$ cat src/core/fprc_pkg.sv
package fprc_pkg;
    // ---------------------------------------------------------------
    // apb register map
    // ---------------------------------------------------------------
    localparam logic [3:0]  REG_CTRL_OFS   = 4'h0;
    localparam logic [3:0]  REG_STATUS_OFS = 4'h4;
    localparam logic [3:0]  REG_SWITCH_OFS = 4'h8;
    localparam logic [3:0]  REG_PROG_OFS   = 4'hc;
    localparam int          CTRL_LOCK_BIT  = 0;
    localparam int          CTRL_RUN_BIT   = 1;
    localparam int          CTRL_EXAM_BIT  = 2;
    localparam logic [2:0]  CTRL_RESET     = 3'h0;
    localparam logic [7:0]  PROG_RESET     = 8'h00;
    // ---------------------------------------------------------------
    // processor bus encodings
    // ---------------------------------------------------------------
    localparam logic [7:0]  INSTR_JUMP     = 8'hc3;
    localparam logic [7:0]  PANEL_PORT     = 8'hff;
    localparam int          ST_OUT_BIT     = 4;
    localparam int          ST_FETCH_BIT   = 5;
    localparam int          ST_INP_BIT     = 6;
    localparam logic [1:0]  EXAM_IDLE      = 2'h0;
    localparam logic [1:0]  EXAM_JUMP      = 2'h1;
    localparam logic [1:0]  EXAM_LOW       = 2'h2;
    localparam logic [1:0]  EXAM_HIGH      = 2'h3;
    // ---------------------------------------------------------------
    // timing
    // ---------------------------------------------------------------
    localparam int          CLK_MHZ        = 250;
    localparam int          DEB_TIME_US    = 1000;
    localparam int          DEB_CYCLES     = DEB_TIME_US * CLK_MHZ;
    localparam int          DEB_W          = 20;
endpackage : fprc_pkg

$ cat src/core/fprc_top.sv
// The APB slave port and the placing of the registers were decided locally.
`timescale 1ns/1ps
module fprc_top
    import fprc_pkg::*;
#(
    parameter int unsigned DEB_LEN = DEB_CYCLES
) (
    input  wire logic        core_clk,
    input  wire logic        rstn,
    // apb slave
    input  wire logic        psel,
    input  wire logic        penable,
    input  wire logic        pwrite,
    input  wire logic [31:0] paddr,
    input  wire logic [31:0] pwdata,
    output logic      [31:0] prdata,
    output logic             pready,
    output logic             pslverr,
    // backplane and processor
    input  wire logic        phase2_clk,
    input  wire logic        proc_sync,
    input  wire logic        processor_read_strobe,
    input  wire logic        write_strobe_n,
    input  wire logic [15:0] addr_bus,
    input  wire logic [7:0]  status_bus,
    input  wire logic        int_enabled,
    input  wire logic        wait_state,
    input  wire logic        hold_ack,
    input  wire logic [7:0]  data_bus_in,
    output logic      [7:0]  data_bus_out,
    output logic      [7:0]  data_bus_oe_n,
    output logic             x_ready,
    // panel switches and lamps
    input  wire logic [15:0] addr_switch,
    input  wire logic        run_switch,
    input  wire logic        examine_switch,
    output logic             run_ind,
    output logic      [15:0] addr_ind,
    output logic      [7:0]  status_ind,
    output logic      [7:0]  data_ind,
    output logic      [7:0]  prog_out_ind,
    output logic             int_enabled_ind,
    output logic             wait_ind,
    output logic             hold_ind
);
    // ---------------------------------------------------------------
    // reset release
    // ---------------------------------------------------------------
    logic [1:0] rst_sync_reg;
    logic       rst_n_s;
    // async assert, release after two edges
    always_ff @(posedge core_clk or negedge rstn) begin
        if (!rstn) begin
            rst_sync_reg <= 2'h0;
        end else begin
            rst_sync_reg <= {rst_sync_reg[0], 1'b1};
        end
    end
    assign rst_n_s = rst_sync_reg[1];

    // ---------------------------------------------------------------
    // pin synchronisers
    // ---------------------------------------------------------------
    localparam int PIN_W = 57;
    logic [PIN_W-1:0] pin_raw;
    logic [PIN_W-1:0] pin_s1_reg;
    logic [PIN_W-1:0] pin_s2_reg;
    logic             phi2_d_reg;
    logic             rd_d_reg;
    logic             wr_d_reg;
    logic             phi2_s, sync_s, rd_s, wr_s;
    logic [15:0]      addr_s;
    logic [7:0]       stat_s, db_s;
    logic [17:0]      sw_s;
    logic             inte_s, wait_s, hold_s;
    assign pin_raw = {phase2_clk, proc_sync, processor_read_strobe, ~write_strobe_n,
                      addr_bus, status_bus, data_bus_in, int_enabled, wait_state,
                      hold_ack, addr_switch, run_switch, examine_switch};
    assign {phi2_s, sync_s, rd_s, wr_s, addr_s, stat_s, db_s, inte_s, wait_s,
            hold_s, sw_s} = pin_s2_reg;
    // edge detectors look only at the second stage and its delay
    always_ff @(posedge core_clk or negedge rst_n_s) begin
        if (!rst_n_s) begin
            pin_s1_reg <= '0;
            pin_s2_reg <= '0;
            phi2_d_reg <= 1'b0;
            rd_d_reg   <= 1'b0;
            wr_d_reg   <= 1'b0;
        end else begin
            pin_s1_reg <= pin_raw;
            pin_s2_reg <= pin_s1_reg;
            phi2_d_reg <= phi2_s;
            rd_d_reg   <= rd_s;
            wr_d_reg   <= wr_s;
        end
    end
    logic phi2_fall, rd_fall, wr_rise;
    assign phi2_fall = phi2_d_reg & ~phi2_s;
    assign rd_fall   = rd_d_reg & ~rd_s;
    assign wr_rise   = wr_s & ~wr_d_reg;

    // ---------------------------------------------------------------
    // switch debounce
    // ---------------------------------------------------------------
    logic [17:0]      deb_sw_reg, deb_sw_next;
    logic [DEB_W-1:0] deb_cnt_reg, deb_cnt_next;
    // one shared counter: a bouncing switch restarts the whole window
    always_comb begin
        deb_sw_next  = deb_sw_reg;
        deb_cnt_next = '0;
        if (sw_s != deb_sw_reg) begin
            if (deb_cnt_reg == DEB_W'(DEB_LEN - 1)) begin
                deb_sw_next = sw_s;
            end else begin
                deb_cnt_next = deb_cnt_reg + 1'b1;
            end
        end
    end
    always_ff @(posedge core_clk or negedge rst_n_s) begin
        if (!rst_n_s) begin
            deb_sw_reg  <= '0;
            deb_cnt_reg <= '0;
        end else begin
            deb_sw_reg  <= deb_sw_next;
            deb_cnt_reg <= deb_cnt_next;
        end
    end
    logic [15:0] dsw_addr;
    logic        dsw_run, dsw_exam, dsw_exam_d_reg;
    assign {dsw_addr, dsw_run, dsw_exam} = deb_sw_reg;

    // ---------------------------------------------------------------
    // apb slave
    // ---------------------------------------------------------------
    logic [2:0]  ctrl_reg, ctrl_next;
    logic        pready_next, pslverr_next;
    logic [31:0] prdata_next;
    logic        apb_wr, exam_soft;
    logic [7:0]  prog_reg;
    logic        run_reg;
    logic [1:0]  exam_cnt_reg;
    logic        x_ready_reg;
    assign apb_wr    = psel & penable & pready & pwrite & ~pslverr;
    assign exam_soft = apb_wr & (paddr[3:0] == REG_CTRL_OFS) & pwdata[CTRL_EXAM_BIT];
    // answer in the second access cycle; unmapped addresses give an error
    always_comb begin
        ctrl_next    = ctrl_reg;
        pready_next  = psel & penable & ~pready;
        pslverr_next = 1'b0;
        prdata_next  = '0;
        if (apb_wr && paddr[3:0] == REG_CTRL_OFS) begin
            ctrl_next = {1'b0, pwdata[CTRL_RUN_BIT], pwdata[CTRL_LOCK_BIT]};
        end
        if (psel && penable && !pready) begin
            if (paddr[31:4] != 28'h0 || paddr[1:0] != 2'h0) begin
                pslverr_next = 1'b1;
            end else begin
                unique case (paddr[3:0])
                    REG_CTRL_OFS:   prdata_next = {29'h0, ctrl_reg};
                    REG_STATUS_OFS: prdata_next = {28'h0, x_ready_reg, exam_cnt_reg, run_reg};
                    REG_SWITCH_OFS: prdata_next = {14'h0, deb_sw_reg};
                    REG_PROG_OFS:   prdata_next = {24'h0, prog_reg};
                    default:        pslverr_next = 1'b1;
                endcase
            end
        end
    end
    always_ff @(posedge core_clk or negedge rst_n_s) begin
        if (!rst_n_s) begin
            ctrl_reg <= CTRL_RESET;
            pready   <= 1'b0;
            pslverr  <= 1'b0;
            prdata   <= '0;
        end else begin
            ctrl_reg <= ctrl_next;
            pready   <= pready_next;
            pslverr  <= pslverr_next;
            prdata   <= prdata_next;
        end
    end

    // ---------------------------------------------------------------
    // run/stop and examine sequencing
    // ---------------------------------------------------------------
    logic       run_sel, exam_start, run_next, x_ready_next;
    logic [1:0] exam_cnt_next;
    // lock hands run and examine over to software; the examine pulse looks at the
    // lock being written, so one write can both take over and start an examine
    assign run_sel    = ctrl_reg[CTRL_LOCK_BIT] ? ctrl_reg[CTRL_RUN_BIT] : dsw_run;
    assign exam_start = ctrl_next[CTRL_LOCK_BIT] ? exam_soft : (dsw_exam & ~dsw_exam_d_reg);
    always_comb begin
        run_next      = run_reg;
        exam_cnt_next = exam_cnt_reg;
        if (run_sel && phi2_fall) begin
            run_next = 1'b1;
        end else if (!run_sel && phi2_s && stat_s[ST_FETCH_BIT] && sync_s) begin
            run_next = 1'b0;
        end
        // examine only starts from a halted processor
        if (exam_cnt_reg == EXAM_IDLE) begin
            if (exam_start && !run_reg) begin
                exam_cnt_next = EXAM_JUMP;
            end
        end else if (rd_fall) begin
            exam_cnt_next = exam_cnt_reg + 2'h1;
        end
        x_ready_next = run_next | (exam_cnt_next != EXAM_IDLE);
    end
    always_ff @(posedge core_clk or negedge rst_n_s) begin
        if (!rst_n_s) begin
            run_reg        <= 1'b0;
            exam_cnt_reg   <= EXAM_IDLE;
            x_ready_reg    <= 1'b0;
            dsw_exam_d_reg <= 1'b0;
        end else begin
            run_reg        <= run_next;
            exam_cnt_reg   <= exam_cnt_next;
            x_ready_reg    <= x_ready_next;
            dsw_exam_d_reg <= dsw_exam;
        end
    end

    // ---------------------------------------------------------------
    // data bus drive, port, indicators
    // ---------------------------------------------------------------
    logic       port_hit, port_rd, port_wr, inj_en;
    logic [7:0] inj_byte, oe_n_next, prog_next;
    logic [7:0] oe_n_reg, data_ind_reg, stat_ind_reg;
    logic [15:0] addr_ind_reg;
    logic [3:0] misc_ind_reg;
    assign port_hit = addr_s[7:0] == PANEL_PORT;
    assign port_rd  = port_hit & stat_s[ST_INP_BIT] & rd_s;
    assign port_wr  = port_hit & stat_s[ST_OUT_BIT];
    // examine bytes take priority over the port read
    always_comb begin
        inj_en   = rd_s & (exam_cnt_reg != EXAM_IDLE | port_rd);
        unique case (exam_cnt_reg)
            EXAM_JUMP: inj_byte = INSTR_JUMP;
            EXAM_LOW:  inj_byte = dsw_addr[7:0];
            EXAM_HIGH: inj_byte = dsw_addr[15:8];
            EXAM_IDLE: inj_byte = dsw_addr[15:8];
        endcase
        // open drain: only zeros are driven, ones float to the pull-up
        oe_n_next = ~({8{inj_en}} & ~inj_byte);
        prog_next = (wr_rise && port_wr) ? db_s : prog_reg;
    end
    always_ff @(posedge core_clk or negedge rst_n_s) begin
        if (!rst_n_s) begin
            oe_n_reg     <= 8'hff;
            prog_reg     <= PROG_RESET;
            data_ind_reg <= 8'h00;
            addr_ind_reg <= 16'h0000;
            stat_ind_reg <= 8'h00;
            misc_ind_reg <= 4'h0;
        end else begin
            oe_n_reg     <= oe_n_next;
            prog_reg     <= prog_next;
            data_ind_reg <= db_s;
            addr_ind_reg <= addr_s;
            stat_ind_reg <= stat_s;
            misc_ind_reg <= {run_next, inte_s, wait_s, hold_s};
        end
    end
    assign data_bus_out  = 8'h00;
    assign data_bus_oe_n = oe_n_reg;
    assign x_ready       = x_ready_reg;
    assign prog_out_ind  = prog_reg;
    assign data_ind      = data_ind_reg;
    assign addr_ind      = addr_ind_reg;
    assign status_ind    = stat_ind_reg;
    assign {run_ind, int_enabled_ind, wait_ind, hold_ind} = misc_ind_reg;
endmodule : fprc_top

$ cat config.mk
export PLATFORM = sky130hd
export DESIGN_NAME = fprc_top
export DESIGN_NICKNAME = d
export VERILOG_FILES = /design/src/core/fprc_pkg.sv /design/src/core/fprc_top.sv
export SDC_FILE = /design/constraint.sdc
export NUM_CORES = 1
export LEC_CHECK = 0
export ABC_CLOCK_PERIOD_IN_PS = 7800
export BUFFER_PORTS_ARGS = -buffer_cell sky130_fd_sc_hd__buf_2
export CAP_MARGIN = 25
export CELL_PAD_IN_SITES_DETAIL_PLACEMENT = 1
export CELL_PAD_IN_SITES_GLOBAL_PLACEMENT = 1
export CORE_ASPECT_RATIO = 0.5
export CORE_MARGIN = 4
export CORE_UTILIZATION = 35
export CTS_BUF_LIST = sky130_fd_sc_hd__clkbuf_4
export CTS_CLUSTER_DIAMETER = 120
export DETAILED_ROUTE_END_ITERATION = 16
export HOLD_SLACK_MARGIN = 0.05
export PLACE_DENSITY = 0.66
export RECOVER_POWER = 25
export SETUP_SLACK_MARGIN = 0.4
export SLEW_MARGIN = 30
export SYNTH_ARGS = -nofsm -noshare
export SYNTH_HDL_FRONTEND = slang
export SYNTH_SLANG_ARGS = --single-unit
$ cat constraint.sdc
create_clock -name core_clk -period 7.8 [get_ports core_clk]
set_input_delay 0.39 -clock core_clk [delete_from_list [all_inputs] [get_ports core_clk]]
set_output_delay 0.39 -clock core_clk [all_outputs]
set_load 0.005 [all_outputs]
# After elaboration in Yosys (flattened, before gate mapping)
# Index checks and enable logic that the tools add are counted.
[word_totals]
in_bits = 126
regBits = 250
[classes]
addsub = 2
n_eq_ne = 9
muxes = 17
n_reduce_logical = 22
bitwise = 27
[ops]
columns = ["op", "n"]
rows = [
  ["$pmux 18 s4", 1],
  ["$mux 32", 2],
  ["$mux 20", 2],
  ["$reduce_bool 28->1", 1],
  ["$pmux 8 s3", 1],
  ["$add 20x1->20 const B", 1],
  ["$eq 20x18->1 const B", 1],
  ["$ne 18x18->1", 1],
  ["$not 8->8", 2],
  ["$and 1x1->1", 15],
  ["$logic_and 1x1->1", 9],
  ["$and 8x8->8", 1],
  ["$eq 4x4->1 const B", 2],
  ["$eq 8x8->1 const B", 1],
  ["$mux 1", 8],
  ["$not 1->1", 7],
  ["$mux 2", 3],
  ["$reduce_bool 2->1", 3],
  ["$eq 2x2->1 const B", 2],
  ["$eq 4x3->1 const B", 1],
  ["$logic_not 4->1", 1],
  ["$reduce_or 4->1", 1],
  ["$logic_not 1->1", 3],
  ["$add 2x1->2 const B", 1],
  ["6 further kinds", 7],
]

# Depth between registers and ports, before layout
[logic_depth]
depth_word = 12
ltp_mapped = 8
ltp_nobuf = 6

# Worst setup path after synthesis
# No wires, ideal clock.
[synth_path]
kind = "register -> register"
startpoint = "register deb_sw_reg[4]"
endpoint = "register deb_sw_reg[10]"
required_time_ns = 7.675
path_slack_ns = 6.015
period_less_slack_ns = 1.785
setup_ns = 0.125
stages_incl_launch_ff = 8
t_arrival_ns = 1.660
cell_sequence = "dfrtp_1 xor2_1 nor4_1 nand3_1 o21bai_1 buf_6 buf_12 mux2_2"
[synth_between]
elab_chain_cells = 2
[synth_rtl]
columns = ["item", "line", "rtl"]
rows = [
  ["from (decl)", "fprc_top.sv:105", "logic [17:0] deb_sw_reg, deb_sw_next;"],
  ["from (signal assigned)", "fprc_top.sv:124", "deb_sw_reg <= deb_sw_next;"],
  ["$ne 18x18->1", "fprc_top.sv:111", "if (sw_s != deb_sw_reg) begin"],
  ["$reduce_and 2->1 (no source line)", "-", ""],
]
# Every way passes these cells.
# A chain may end at the register's enable or synchronous reset.

# Worst setup path in the final report
[layout_path]
startpoint = "register deb_sw_reg[13]"
endpoint = "register deb_sw_reg[0]"
# Same word-level chain as after synthesis.

==> out/results.ini <==
[run_status]
outcome = completed

[flow_run]
drv_cap = 0

[synthesis]
seq_area_frac_synth = 0.754
synth_area_um2 = 7810
synthCells = 499
ys_warn_count = 0
synth.avg_cell_area_um2 = 15.6
synth_cell_types = 47
async_flop_share = 1.00
synthFlopType = dfrtp_1
synth-seq-cells = 235
synth-edff-count = 0

[floorplan]
core_um2 = 21800
rows = 38
die_height_um = 114
io_pins = 221
die-area_um2 = 24900
initial_utilization = 0.359
die_x_um = 219

[global_route]
grt_pass1_vias = 5560
antenna_found_initial = 1
grt_max_degree = 78
grt_pass1_wl_um = 29200
grt_overflow = 0
grt_use_total = 0.150

[power]
p_leak_nw = 4.95
ir_drop_mv = 0.0919
powerDensity_nw_per_um2 = 240

[cts]
cts_buffer_depth = 3
cts_tree = done
clkLatencyLatePin_ps = 650
cts_root_buf = clkbuf_4
htreeDepth = 2
clk_pin_slew_ps = 70
numClockSinks = 235
cts_inserted_buffers = 53
cts_post_setup_buffers_inserted = 0

[critical_path]
r2r_slack_ps = 4980
crit_buf_inv = 1
crit_chain = xor2_1 -> nor4_1 -> nand3_1 -> o21bai_1 -> buf_4 -> mux2_2
cp_top_family = simple AND/OR/NAND/NOR gates
crit_slowest_cell = o21bai_1
critical_path.max_stage_delay_ps = 660
cp-start-kind = flop
cp.arrival_ps = 3320
worstPathRequired_ps = 8300
critPathKind = reg -> reg
cp-end-kind = flop
crit_path_max_fanout = 11

[timing]
maxSlewHeadroom = 0.397
clock-skew-final_ps = 32.2
setup_tns_ps = 0
fin_crit_ps = 2820
setup_viol = 0
rsz0062_at_grt = false
timing.fmax_mhz = 354
hold_violations = 0
worst_pin_slew_ps = 898
maxSlewViolCount = 0
fin_crit_sh = 0.362

[detailed_routing]
ant_nets = 0
post_drt_wl_per_cell_um = 16.4
drt-total-wl_um = 18200
drc = 0
vias_per_cell = 4.40
dr.pass1.iters = 4
drt_iter0_markers = 181
vias = 4883

[cells_and_area]
final_cell_mix = dfrtp_1, buf_2, clkbuf_4
final_common_cell = dfrtp_1
num-fill-cells = 2323
final_cell_area_um2 = 10200
drive_gt1_frac = 0.367
syn_to_final_growth_pct = 30.1
finalNetCount = 911

[placement]
dpl_cell_area_um2 = 8940
gpl.final_weighted_congestion = 0.744
dpl.hpwl_um = 12200
numPortBuffers = 169

[min_path]
hp-class = in -> reg

-- metrics by stage --
stage | worst slack (ps) | instances | util | power (mW) | hold WS, ps
after floorplan | 780 | 520 | - | 1.45 | 94.4
after global placement | 5060 | 965 | 0.410 | 1.54 | 177
after detailed placement | 5050 | 965 | 0.411 | 1.55 | 181
after CTS | 5000 | 1109 | 0.466 | 2.49 | 61.0
after global routing | 4880 | 1110 | 0.467 | 2.59 | 87.9
final | 4980 | 1111 | 0.467 | 2.44 | 150
-- synth_stat cells, types with 4 or more instances --
cell,n,area (µm²)
dfstp_2,8,210
xnor2_1,13,114
ha_1,4,50.1
dfrtp_1,227,5680
nand4_1,7,43.8
nor4_1,13,81.3
buf_4,22,165
and2_1,11,68.8
xor2_1,23,201
nor3_1,4,20.0
nand3_1,9,45.0
a22oi_1,6,45.0
mux2_2,30,338
o21ai_0,6,30.0
a221o_1,4,40.0
nor2_1,37,139
mux2i_1,8,80.1
nand2_1,10,37.5
inv_1,8,30.0
a21oi_1,4,20.0
-- area by class of cell --
class	instances	area, µm²	share of cell area
Tap cell	300	375	0.0369
Inverter	9	33.8	0.00332
Clock inverter	5	18.8	0.00185
Clock buffer	78	586	0.0576
Multi-Input combinational cell	247	1750	0.173
Timing Repair Buffer	235	1500	0.147
Antenna cell	2	5.00	0.000493
Sequential cell	235	5890	0.580
-- logic make-up (layout without fill, tap and decap cells) --
family	Yosys count	after routing	share of synthesized area
AND/OR/NAND/NOR	117	117	0.0841
adder cells (fa/ha/maj)	4	4	0.00641
buffers and inverters	38	327	0.0324
flip-flops	235	235	0.754
other	2	25	0.000962
AO/OA/AOI/OAI	28	28	0.0260
XOR/XNOR	36	36	0.0404
multiplexers	39	39	0.0554
-- worst paths after layout --
check                           startpoint             end  cells past startpoint
setup / recovery            deb_sw_reg[13]   deb_sw_reg[0]                      6
hold / removal                     penable         pslverr                      3
setup reg to reg            deb_sw_reg[13]   deb_sw_reg[0]                      6
hold reg to reg             pin_s1_reg[25]  pin_s2_reg[25]                      0
max in group asynchronous  rst_sync_reg[1]   status_ind[5]                      2
min in group asynchronous  rst_sync_reg[1]  deb_cnt_reg[2]                      0
-- where the power goes --
| part | total [mW] | leakage [nW] | internal (mW) | switching [mW] |
|---|---|---|---|---|
| logic | 0.203 | 1.70 | 0.0927 | 0.111 |
| registers | 1.34 | 2.88 | 1.30 | 0.0429 |
| clock network | 0.901 | 0.369 | 0.449 | 0.452 |
-- metal layers --
metal | share of wire | track usage
met5 | 0 | 0
met4 | 0.015 | 0.0446
met3 | 0.061 | 0.0431
met2 | 0.51 | 0.266
met1 | 0.41 | 0.178
-- timing repair --
action / 4_1_cts / 5_1_grt
hold endpoints to repair: 61 / 0
hold buffers: 61 / 0
resized for setup: 0 / 0
-- worst min-delay path, delay by kind of cell --
kind                   cells  cell delay, ps
AND/OR/NAND/NOR            2             260
buffers and inverters      1             100
No activity file was read; power rests on OpenSTA's default activity.
